==> src/rtl/gpp_consts.vh <==
/*
 Constants of the general purpose parallel port: register selects,
 access operations, reset values and widths. Definitions only; included
 by the port and its synchroniser.
*/
`ifndef GPP_CONSTS_VH
`define GPP_CONSTS_VH

// Port width
`define GPP_WIDTH        16

// Register select codes
`define GPP_SEL_W        4
`define GPP_SEL_DIR      4'h0
`define GPP_SEL_LAT      4'h1
`define GPP_SEL_LEVEL    4'h2
`define GPP_SEL_ODRAIN   4'h3
`define GPP_SEL_ANALOG   4'h4
`define GPP_SEL_CNEN     4'h5
`define GPP_SEL_CNFLAG   4'h6
`define GPP_SEL_PULLUP   4'h7
`define GPP_SEL_PULLDN   4'h8

// Write operations: base, clear, set, invert companion
`define GPP_OP_W         2
`define GPP_OP_BASE      2'h0
`define GPP_OP_CLR       2'h1
`define GPP_OP_SET       2'h2
`define GPP_OP_INV       2'h3

// Reset values
`define GPP_RST_DIR      16'hffff
`define GPP_RST_ANALOG   16'hffff
`define GPP_RST_ZERO     16'h0000

// Synchroniser depth
`define GPP_SYNC_STAGES  2

`endif

==> src/rtl/gpp_port.v <==
/*
 General purpose parallel I/O port, 16 pins: direction, output latch,
 pin level read, open drain, analog select, weak pulls, change notice.
 Assumes a simple one-cycle register access port driven by core logic
 on core_clk, and pad cells outside that resolve pinOut/pinOe and pulls.
*/
// Function
// - Direction bit one makes the pin an input, zero an output driver.
// - After reset every pin is an input, all direction bits set.
// - Latch reads return stored latch; latch writes update the driving latch.
// - Pin level reads return sampled pins; writes there update the latch.
// - Open drain bit makes a driven one release the pin, low only.
// - Analog input needs analog and direction set; digital input needs analog clear.
// - Analog select resets to all ones, pins start in analog mode.
// - Output with analog set still drives the digital level.
// - Pin level read returns zero for analog input pins.
// - Change detection works in sleep with clocks stopped to wake the core.
// - Each pin has a change notice enable allowing its interrupt request.
// - Change flag tells whether pin changed since its last level read.
// - Each pin has separate weak pull-up and pull-down enables.
// - An active multiplexed peripheral owns the pin over general I/O unless its analog bit is set.
// - Clear, set, invert companions modify only bits written as one.
// - Companion reads return zero; only the base shows the result.
`timescale 1ns/1ns
`include "gpp_consts.vh"

module gpp_port (
    core_clk,
    sys_rst,
    regWrEn,
    regRdEn,
    regSel,
    regOp,
    regWrData,
    regRdData,
    changeNoticeOn,
    periphEn,
    periphOe,
    periphOut,
    periphIn,
    pinIn,
    pinOut,
    pinOe,
    analogInSel,
    pullUpOn,
    pullDownOn,
    changeIrq,
    sleepWake
);
    input  wire                    core_clk;
    input  wire                    sys_rst;
    input  wire                    regWrEn;
    input  wire                    regRdEn;
    input  wire [`GPP_SEL_W-1:0]   regSel;
    input  wire [`GPP_OP_W-1:0]    regOp;
    input  wire [`GPP_WIDTH-1:0]   regWrData;
    output wire [`GPP_WIDTH-1:0]   regRdData;
    input  wire                    changeNoticeOn;
    input  wire [`GPP_WIDTH-1:0]   periphEn;
    input  wire [`GPP_WIDTH-1:0]   periphOe;
    input  wire [`GPP_WIDTH-1:0]   periphOut;
    output wire [`GPP_WIDTH-1:0]   periphIn;
    input  wire [`GPP_WIDTH-1:0]   pinIn;
    output wire [`GPP_WIDTH-1:0]   pinOut;
    output wire [`GPP_WIDTH-1:0]   pinOe;
    output wire [`GPP_WIDTH-1:0]   analogInSel;
    output wire [`GPP_WIDTH-1:0]   pullUpOn;
    output wire [`GPP_WIDTH-1:0]   pullDownOn;
    output wire                    changeIrq;
    output wire                    sleepWake;

    reg  [`GPP_WIDTH-1:0] pinDirection_ff;
    reg  [`GPP_WIDTH-1:0] outputLatch_ff;
    reg  [`GPP_WIDTH-1:0] openDrainSelect_ff;
    reg  [`GPP_WIDTH-1:0] analogSelect_ff;
    reg  [`GPP_WIDTH-1:0] changeNoticeEnable_ff;
    reg  [`GPP_WIDTH-1:0] weakPullupEnable_ff;
    reg  [`GPP_WIDTH-1:0] weakPulldownEnable_ff;
    reg  [`GPP_WIDTH-1:0] changeNoticeFlags_ff;
    reg  [`GPP_WIDTH-1:0] levelRef_ff;
    reg  [`GPP_WIDTH-1:0] rdData_ff;
    reg  [`GPP_WIDTH-1:0] nxt_changeNoticeFlags;
    reg  [`GPP_WIDTH-1:0] nxt_rdData;
    wire [`GPP_WIDTH-1:0] pinSync;
    wire [`GPP_WIDTH-1:0] pinLevel;
    wire [`GPP_WIDTH-1:0] changeSeen;
    wire                  isBase;
    wire                  levelRead;

    // Base write, or clear/set/invert only where data bits are one
    function [`GPP_WIDTH-1:0] applyOp;
        input [`GPP_WIDTH-1:0] cur;
        input [`GPP_OP_W-1:0]  op;
        input [`GPP_WIDTH-1:0] d;
        begin
            case (op)
                `GPP_OP_CLR: applyOp = cur & ~d;
                `GPP_OP_SET: applyOp = cur | d;
                `GPP_OP_INV: applyOp = cur ^ d;
                default:     applyOp = d;
            endcase
        end
    endfunction

    // Pins resynchronised before any clocked use
    gpp_sync2 u_sync (
        .core_clk (core_clk),
        .sys_rst  (sys_rst),
        .asyncIn  (pinIn),
        .syncOut  (pinSync)
    );

    // Analog inputs read back as zero
    assign pinLevel = pinSync & ~(analogSelect_ff & pinDirection_ff);
    assign isBase    = (regOp == `GPP_OP_BASE);
    assign levelRead = regRdEn && isBase && (regSel == `GPP_SEL_LEVEL);

    // Configuration registers with companion operations
    always @(posedge core_clk or posedge sys_rst) begin
        if (sys_rst) begin
            pinDirection_ff       <= `GPP_RST_DIR;
            outputLatch_ff        <= `GPP_RST_ZERO;
            openDrainSelect_ff    <= `GPP_RST_ZERO;
            analogSelect_ff       <= `GPP_RST_ANALOG;
            changeNoticeEnable_ff <= `GPP_RST_ZERO;
            weakPullupEnable_ff   <= `GPP_RST_ZERO;
            weakPulldownEnable_ff <= `GPP_RST_ZERO;
        end else if (regWrEn) begin
            case (regSel)
                `GPP_SEL_DIR:
                    pinDirection_ff <= applyOp(pinDirection_ff, regOp, regWrData);
                `GPP_SEL_LAT, `GPP_SEL_LEVEL:
                    outputLatch_ff <= applyOp(outputLatch_ff, regOp, regWrData);
                `GPP_SEL_ODRAIN:
                    openDrainSelect_ff <= applyOp(openDrainSelect_ff, regOp, regWrData);
                `GPP_SEL_ANALOG:
                    analogSelect_ff <= applyOp(analogSelect_ff, regOp, regWrData);
                `GPP_SEL_CNEN:
                    changeNoticeEnable_ff <= applyOp(changeNoticeEnable_ff, regOp,
                        regWrData);
                `GPP_SEL_PULLUP:
                    weakPullupEnable_ff <= applyOp(weakPullupEnable_ff, regOp, regWrData);
                `GPP_SEL_PULLDN:
                    weakPulldownEnable_ff <= applyOp(weakPulldownEnable_ff, regOp,
                        regWrData);
                default: begin
                end
            endcase
        end
    end

    // Change since last level read; a new change beats the read's clear
    assign changeSeen = (pinLevel ^ levelRef_ff) & {`GPP_WIDTH{changeNoticeOn}};
    always @* begin
        nxt_changeNoticeFlags = changeNoticeFlags_ff;
        if (levelRead) begin
            nxt_changeNoticeFlags = `GPP_RST_ZERO;
        end
        nxt_changeNoticeFlags = nxt_changeNoticeFlags | changeSeen;
    end

    // Reference follows the pins; flags hold the history between reads
    always @(posedge core_clk or posedge sys_rst) begin
        if (sys_rst) begin
            levelRef_ff          <= `GPP_RST_ZERO;
            changeNoticeFlags_ff <= `GPP_RST_ZERO;
        end else begin
            levelRef_ff          <= pinLevel;
            changeNoticeFlags_ff <= nxt_changeNoticeFlags;
        end
    end

    // Read mux; companion selects read as zero
    always @* begin
        nxt_rdData = `GPP_RST_ZERO;
        if (isBase) begin
            case (regSel)
                `GPP_SEL_DIR:    nxt_rdData = pinDirection_ff;
                `GPP_SEL_LAT:    nxt_rdData = outputLatch_ff;
                `GPP_SEL_LEVEL:  nxt_rdData = pinLevel;
                `GPP_SEL_ODRAIN: nxt_rdData = openDrainSelect_ff;
                `GPP_SEL_ANALOG: nxt_rdData = analogSelect_ff;
                `GPP_SEL_CNEN:   nxt_rdData = changeNoticeEnable_ff;
                `GPP_SEL_CNFLAG: nxt_rdData = changeNoticeFlags_ff;
                `GPP_SEL_PULLUP: nxt_rdData = weakPullupEnable_ff;
                `GPP_SEL_PULLDN: nxt_rdData = weakPulldownEnable_ff;
                default:         nxt_rdData = `GPP_RST_ZERO;
            endcase
        end
    end

    // Read data registered, held until the next read
    always @(posedge core_clk or posedge sys_rst) begin
        if (sys_rst) begin
            rdData_ff <= `GPP_RST_ZERO;
        end else if (regRdEn) begin
            rdData_ff <= nxt_rdData;
        end
    end

    assign regRdData = rdData_ff;

    // Per-pin output driver and ownership
    genvar i;
    generate
        for (i = 0; i < `GPP_WIDTH; i = i + 1) begin : g_pin
            wire periphOwns;
            wire gpioDrive;
            assign periphOwns = periphEn[i] & ~analogSelect_ff[i];
            assign gpioDrive  = ~pinDirection_ff[i]
                              & ~(openDrainSelect_ff[i] & outputLatch_ff[i]);
            assign pinOe[i]   = periphOwns ? periphOe[i] : gpioDrive;
            assign pinOut[i]  = periphOwns ? periphOut[i]
                              : (outputLatch_ff[i] & ~openDrainSelect_ff[i]);
            assign periphIn[i]    = pinSync[i] & ~analogSelect_ff[i];
            assign analogInSel[i] = analogSelect_ff[i] & pinDirection_ff[i];
        end
    endgenerate

    assign pullUpOn   = weakPullupEnable_ff;
    assign pullDownOn = weakPulldownEnable_ff;

    // Interrupt request from enabled flags
    assign changeIrq = |(changeNoticeFlags_ff & changeNoticeEnable_ff);

    // Clockless wake: raw pins against the last seen levels
    assign sleepWake = changeNoticeOn
                     & |((pinIn ^ levelRef_ff) & changeNoticeEnable_ff
                         & ~(analogSelect_ff & pinDirection_ff));

endmodule // gpp_port

==> src/rtl/gpp_sync2.v <==
/*
 Two flip-flop synchroniser for a vector of pin inputs.
 Assumes each bit is asynchronous to core_clk and may be sampled
 independently of its neighbours.
*/
`timescale 1ns/1ns
`include "gpp_consts.vh"

module gpp_sync2 (
    core_clk,
    sys_rst,
    asyncIn,
    syncOut
);
    input  wire                    core_clk;
    input  wire                    sys_rst;
    input  wire [`GPP_WIDTH-1:0]   asyncIn;
    output wire [`GPP_WIDTH-1:0]   syncOut;

    reg [`GPP_WIDTH-1:0] stage1_ff;
    reg [`GPP_WIDTH-1:0] stage2_ff;

    // First stage feeds only the second
    always @(posedge core_clk or posedge sys_rst) begin
        if (sys_rst) begin
            stage1_ff <= `GPP_RST_ZERO;
            stage2_ff <= `GPP_RST_ZERO;
        end else begin
            stage1_ff <= asyncIn;
            stage2_ff <= stage1_ff;
        end
    end

    assign syncOut = stage2_ff;

endmodule // gpp_sync2

==> config.mk <==
export PLATFORM = sky130hd
export DESIGN_NAME = gpp_port
export DESIGN_NICKNAME = d
export VERILOG_FILES = /design/src/rtl/gpp_port.v /design/src/rtl/gpp_sync2.v
export VERILOG_INCLUDE_DIRS = /design/src /design/src/rtl
export SDC_FILE = /design/constraint.sdc
export NUM_CORES = 1
export LEC_CHECK = 0
export ABC_AREA = 1
export BUFFER_PORTS_ARGS = -buffer_cell sky130_fd_sc_hd__buf_4
export CAP_MARGIN = 20
export CORE_MARGIN = 1
export CORE_UTILIZATION = 62
export DETAILED_ROUTE_END_ITERATION = 8
export GPL_TIMING_DRIVEN = 0
export MAX_ROUTING_LAYER = met4
export PLACE_DENSITY = 0.87
export SYNTH_ARGS = -nofsm -noshare
export SYNTH_HDL_FRONTEND = slang
export SYNTH_SLANG_ARGS = --single-unit
export TNS_END_PERCENT = 30
==> constraint.sdc <==
create_clock -name core_clk -period 13.9 [get_ports core_clk]
set_clock_uncertainty 0.1 [all_clocks]
set_input_delay 3.475 -clock core_clk [delete_from_list [all_inputs] [get_ports core_clk]]
set_output_delay 3.475 -clock core_clk [all_outputs]
set_load 0.01 [all_outputs]
==> flow_summary_export.csv, run 1 <==
group,metric,value,unit
global_routing,antenna_found_initial,0,
final_layout,drive_gt1_frac,0.1423,
floorplan,rows,55,
timing,drv_slew,0,
yosys,synth.area.top_cells,"dfrtp_1, ha_1, nand2_1",
power_and_ir_drop,total_leakage_power,0.008658,µW
final_layout,fin_nets,2473,
worst_setup_path,critPathKind,"input pin to output port",
clock_network,cts_tree,"done",
timing,hold_violations,0,
floorplan,start_util,0.6353,
yosys,ys_types,25,
worst_setup_path,arrival,4.51,ns
timing,fmax,123.6,MHz
clock_network,post-cts-setup-buffers,0,
route,totalWireLength,56.04,mm
yosys,synth_xor_area_frac,0.001210,
floorplan,die_w,154.8,µm
timing,fin_tns_setup,0,ns
min_path,holdCritPathClass,"register to register",
worst_setup_path,cp.required,10.32,ns
yosys,synth-edff-count,0,
floorplan,coreArea,22780,µm²
yosys,synthTopCellsByCount,"nand2_1, o21ai_0, inv_1",
yosys,synth_nets,2250,
final_layout,multi_input_comb_area,8421,µm²
yosys,avgSynthCellArea,7.479,µm²
timing,min_period,8.089,ns
yosys,synth_compound_area_frac,0.1667,
route,via_per_inst,6.298,
yosys,synth_largest_area_cell,"dfrtp_1",
clock_network,htreeDepth,4,
clock_network,cts_buffer_depth,2,
yosys,yosysWarnings,0,
floorplan,io_pins,205,
yosys,yosysTopAreaCellShare,0.2767,
timing,setup_viol,0,
yosys,syn_inst,1935,
route,drc,0,
global_routing,grt_usage,0.4849,
yosys,synth_fa_ha_area_frac,0.1937,
placed_design,portBuffers,203,
yosys,synthMuxAreaShare,0,
final_layout,final_cells,2486,
global_routing,grt_max_degree,121,
worst_setup_path,rrSetupSlack,11.83,ns
final_layout,regArea,4845,µm²
global_routing,grt_overflow_total,0,
clock_network,cts_hold_buf,0,
global_routing,grt_pass1_wl,83.47,mm
yosys,ys.flop_type,"dfrtp_1",
route,wire_per_inst,22.54,µm
route,dr.first_iter.drc_count,1846,
power_and_ir_drop,vdd_drop_max,0.07422,mV
route,dr.pass1.iters,8,
power_and_ir_drop,powerDensity,120.7,nW/µm²
yosys,yosysMostFrequentCell,"nand2_1",
clock_network,cts_sinks,192,
floorplan,die_y,154.8,µm
yosys,yosys.area_share.simple,0.2203,
global_routing,first_global_vias,14808,
run_status,outcome,"finished clean",
clock_network,ctsResizeCount,0,
timing,worst_slew_pin_slew,1.007,ns
yosys,synth_seq_cells,192,
worst_setup_path,cp-start-kind,"input pin",
yosys,synth_top_family_by_area,"simple AND/OR/NAND/NOR gates",
final_layout,num-fill-cells,1785,
placed_design,placed_cells,2452,
floorplan,die_area,23960,µm²
route,ant_nets,0,
yosys,yosysSeqAreaShare,0.3348,
run,maxCapViolations,0,
clock_network,cts-root-buf,"clkbuf_16",
final_layout,syn2layout_area_growth,17.62,%
clock_network,clk_latency,0.47,ns
worst_setup_path,endpoint_kind,"output port",
worst_setup_path,crit_chain,"buf_4 > nand2_1 > nand2_1 > nand2_1 > nand2_1 > nor2_1 > nand2_1 > nor2_1 > nor2_1 > buf_4",
worst_setup_path,crit_top_cell,"nand2_1",
clock_network,cts_buffers,17,
route,vias,15656,
placed_design,dp_hpwl,41.14,mm
placed_design,gp_congestion,1.037,
worst_setup_path,worstPathMaxFanout,3,
clock_network,clk_pin_slew,0.08,ns
timing,whs,0.2533,ns
yosys,async_flop_share,1.000,
worst_setup_path,max_stage_delay,0.14,ns
timing,post-route-period-util,0.5819,
yosys,syn_area,14470,µm²
timing,rsz0062_at_grt,"no",
worst_setup_path,slowest_stage,"nand2_1",
timing,slew_headroom,0.3289,
[final timing paths]
kind,start,to,depth (start not counted)
min in group asynchronous,sys_rst,u_sync.syncOut[6],2
max reg2reg,pinDirection_ff[0],regRdData[0],9
max in group asynchronous,sys_rst,pullDownOn[4],3
min reg2reg,u_sync.stage1_ff[8],u_sync.syncOut[8],0
max,pinIn[9],sleepWake,10
min,u_sync.stage1_ff[8],u_sync.syncOut[8],0
[worst max-delay path: cells and delay by family]
kind                   cells  cell delay, ns
buffers and inverters      2            0.26
AND/OR/NAND/NOR            8            0.78
[per-stage QoR]
stage / util / total power [µW] / worst slack, ns / area (µm²)
after floorplan: - / 1181 / 5.151 / 14470
after global routing: 0.7470 / 2151 / 5.760 / 17020
after detailed placement: 0.7210 / 1516 / 5.880 / 16420
final: 0.7473 / 2055 / 5.811 / 17020
after CTS: 0.7470 / 2017 / 5.834 / 17020
after global placement: 0.7194 / 1476 / 2.701 / 16390
[flip-flops by register name (all words and copies together), names as in the netlist]
register,flops
analogSelect_ff,16
changeNoticeEnable_ff,16
changeNoticeFlags_ff,16
levelRef_ff,16
openDrainSelect_ff,16
outputLatch_ff,16
pinDirection_ff,16
pullDownOn,16
pullUpOn,16
regRdData,16
u_sync.stage1_ff,16
u_sync.syncOut,16
[per-layer routing]
| layer | vias to the layer above | wire length [µm] | part of all wire | track usage |
|---|---|---|---|---|
| met2 | 1235 | 23830 | 0.43 | 0.7005 |
| met5 | - | 0 | 0 | - |
| met1 | 7270 | 20760 | 0.37 | 0.6114 |
| li1 | 6860 | - | - | - |
| met3 | 291 | 7978 | 0.14 | 0.1266 |
| met4 | 0 | 3473 | 0.062 | 0.2857 |
[cell families (layout without fill, tap and decap cells)]
group	Yosys count	count (layout)
and+or+nand+nor	779	779
AOI/OAI and AO/OA	426	426
buffers and inverters	312	548
adders and majority gates	224	224
DFF	192	192
xor gates and xnor gates	2	2
other	0	2
[layout by cell type, fill, tap and decap left out, drive strengths merged, types with 6 or more instances in the layout]
cell	n
nor2	124
nand2	467
a21oi	15
inv	238
buf	237
o21ai	295
nand3	175
clkinv	6
o22ai	6
dfrtp	160
o211ai	105
dfstp	32
clkbuf	67
nand4	7
ha	224
[final cells by class]
class | count | share of cell area
Antenna cell | 2 | 0.0002940
Buffer | 81 | 0.01992
Clock buffer | 19 | 0.02661
Clock inverter | 13 | 0.008306
Inverter | 231 | 0.05138
Multi-Input combinational cell | 1431 | 0.4947
Sequential cell | 192 | 0.2846
Tap cell | 313 | 0.02301
Timing Repair Buffer | 204 | 0.09115
[power breakdown]
part	internal (µW)	switching (µW)
clock	251	263
sequential	677	149
combinational	279	437
Note: power is estimated with default switching activity, not from simulation.
==> run 2: changes to the inputs <==
--- a/config.mk
+++ b/config.mk
@@ -10,11 +10,11 @@
 export BUFFER_PORTS_ARGS = -buffer_cell sky130_fd_sc_hd__buf_4
 export CAP_MARGIN = 20
 export CORE_MARGIN = 1
-export CORE_UTILIZATION = 62
+export CORE_UTILIZATION = 53
 export DETAILED_ROUTE_END_ITERATION = 8
 export GPL_TIMING_DRIVEN = 0
 export MAX_ROUTING_LAYER = met4
-export PLACE_DENSITY = 0.87
+export PLACE_DENSITY = 0.8
 export SYNTH_ARGS = -nofsm -noshare
 export SYNTH_HDL_FRONTEND = slang
 export SYNTH_SLANG_ARGS = --single-unit
==> constraint.sdc (replaced) <==
create_clock -name core_clk -period 6.9 [get_ports core_clk]
set_clock_uncertainty 0.1 [all_clocks]
set_input_delay 1.725 -clock core_clk [delete_from_list [all_inputs] [get_ports core_clk]]
set_output_delay 1.725 -clock core_clk [all_outputs]
set_load 0.01 [all_outputs]
==> run 2 against run 1 <==
Via count fell by 0.66%; critical path depth rose by 1; register-to-register slack got worse by 7.0 ns; sequential cell count did not move; combinational power rose by 100%; core utilization fell by 11 points; total power rose by 100%; critical endpoint unchanged.
==> flow_summary_export.csv, run 2 (synthesized netlist as in run 1, its figures left out) <==
group,metric,value,unit
run,maxCapViolations,0,
worst_setup_path,arrival,2.77,ns
worst_setup_path,cp-start-kind,"input pin",
power_and_ir_drop,total_leakage_power,0.008678,µW
route,wire_per_inst,23.14,µm
final_layout,fin_nets,2477,
route,via_per_inst,6.177,
global_routing,first_global_vias,14922,
final_layout,final_common_cell,"nand2_1",
clock_network,cts_buffer_depth,2,
timing,fmax,217.4,MHz
clock_network,cts_hold_buf,0,
clock_network,cts_sinks,192,
worst_setup_path,worstPathMaxFanout,3,
power_and_ir_drop,vdd_drop_max,0.1887,mV
clock_network,clk_latency,0.47,ns
route,vias,15553,
placed_design,portBuffers,203,
timing,whs,0.2516,ns
route,totalWireLength,58.28,mm
route,drc,0,
placed_design,dp_hpwl,42.69,mm
floorplan,die_area,27970,µm²
placed_design,place_ws,2.356,ns
route,dr.first_iter.drc_count,1770,
global_routing,grt_pass1_wl,86.61,mm
final_layout,num-fill-cells,2413,
route,ant_nets,0,
route,dr.pass1.iters,6,
worst_setup_path,crit_top_cell,"nand2_1",
clock_network,cts-root-buf,"clkbuf_16",
timing,min_period,4.600,ns
placed_design,gp_congestion,1.006,
min_path,holdCritPathClass,"register to register",
floorplan,rows,60,
timing,fin_tns_setup,0,ns
floorplan,io_pins,205,
timing,rsz0062_at_grt,"no",
floorplan,die_y,167.2,µm
clock_network,clk_pin_slew,0.08,ns
power_and_ir_drop,powerDensity,243.6,nW/µm²
floorplan,coreArea,26880,µm²
run_status,outcome,"finished clean",
timing,setup_viol,0,
final_layout,layout_common_cells,"nand2_1, o21ai_0, inv_1, ha_1, buf_4",
timing,hold_violations,0,
global_routing,grt_overflow_total,0,
floorplan,die_w,167.2,µm
worst_setup_path,slowest_stage,"nand2_1",
clock_network,cts_tree,"done",
global_routing,grt_usage,0.4282,
timing,slew_headroom,0.2886,
timing,post-route-period-util,0.6667,
worst_setup_path,crit_chain,"buf_4 > inv_1 > nand2_1 > nand2_1 > nand2_1 > nand2_1 > nor2_1 > nand2_1 > nor2_1 > nor2_1 > buf_4",
final_layout,syn2layout_area_growth,18.35,%
timing,fin_ws,2.300,ns
worst_setup_path,max_stage_delay,0.18,ns
global_routing,grt_max_degree,43,
worst_setup_path,endpoint_kind,"output port",
worst_setup_path,cp.required,5.08,ns
global_routing,antenna_found_initial,2,
final_layout,drive_gt1_frac,0.1434,
clock_network,htreeDepth,4,
worst_setup_path,critPathKind,"input pin to output port",
floorplan,start_util,0.5385,
clock_network,cts_buffers,17,
clock_network,post-cts-setup-buffers,0,
clock_network,ctsResizeCount,0,
power_and_ir_drop,finalPower,4172,µW
timing,drv_slew,0,
timing,worst_slew_pin_slew,1.067,ns
[run 2: metal layers]
layer,vias up,track usage,wire length (µm)
met1,7339,0.5413,22560
met2,1099,0.6298,25310
met4,0,0.2425,3223
li1,6873,-,-
met5,-,-,0
met3,242,0.09974,7182
[run 2: path summary, 6_finish.rpt]
kind | slack, ns | startpoint | cells after the start | endpoint
worst max-delay path | 2.30 | pinIn[11] | 11 | sleepWake
worst min-delay path | 0.25 | u_sync.stage1_ff[2] | 0 | u_sync.syncOut[2]
worst max register to register | 4.82 | analogSelect_ff[0] | 9 | regRdData[0]
worst min register to register | 0.25 | u_sync.stage1_ff[2] | 0 | u_sync.syncOut[2]
max in group asynchronous | 4.56 | sys_rst | 4 | analogSelect_ff[12]
min in group asynchronous | 1.21 | sys_rst | 2 | u_sync.stage1_ff[5]
[run 2: power breakdown]
group | internal, µW | switching [µW]
registers | 1360 | 301
clock network | 519 | 537
logic | 565 | 885
[run 2: final cells by class]
cell class	instances	area, µm²	area share
multi-input cells	1431	8421	0.4917
inverters	231	870.8	0.05085
clock buffers	18	429.2	0.02506
flip-flops and latches	192	4845	0.2829
well taps	341	426.7	0.02491
plain buffers	81	339.1	0.01980
repair buffers	208	1624	0.09483
clock inverters	14	166.4	0.009717
diodes	2	5.005	0.0002922
[run 2: stage by stage]
step	util	cells	instance area [µm²]
finish	0.6372	2518	17130
detailed placement	0.6149	2484	16530
floorplan	-	1935	14480
global placement	0.6112	2479	16430
CTS	0.6371	2516	17120
global route	0.6372	2518	17130
[run 2: critical path: cells and delay by family]
family / cells / cell delay [ns]
and+or+nand+nor: 8 / 0.73
buffers and inverters: 3 / 0.32
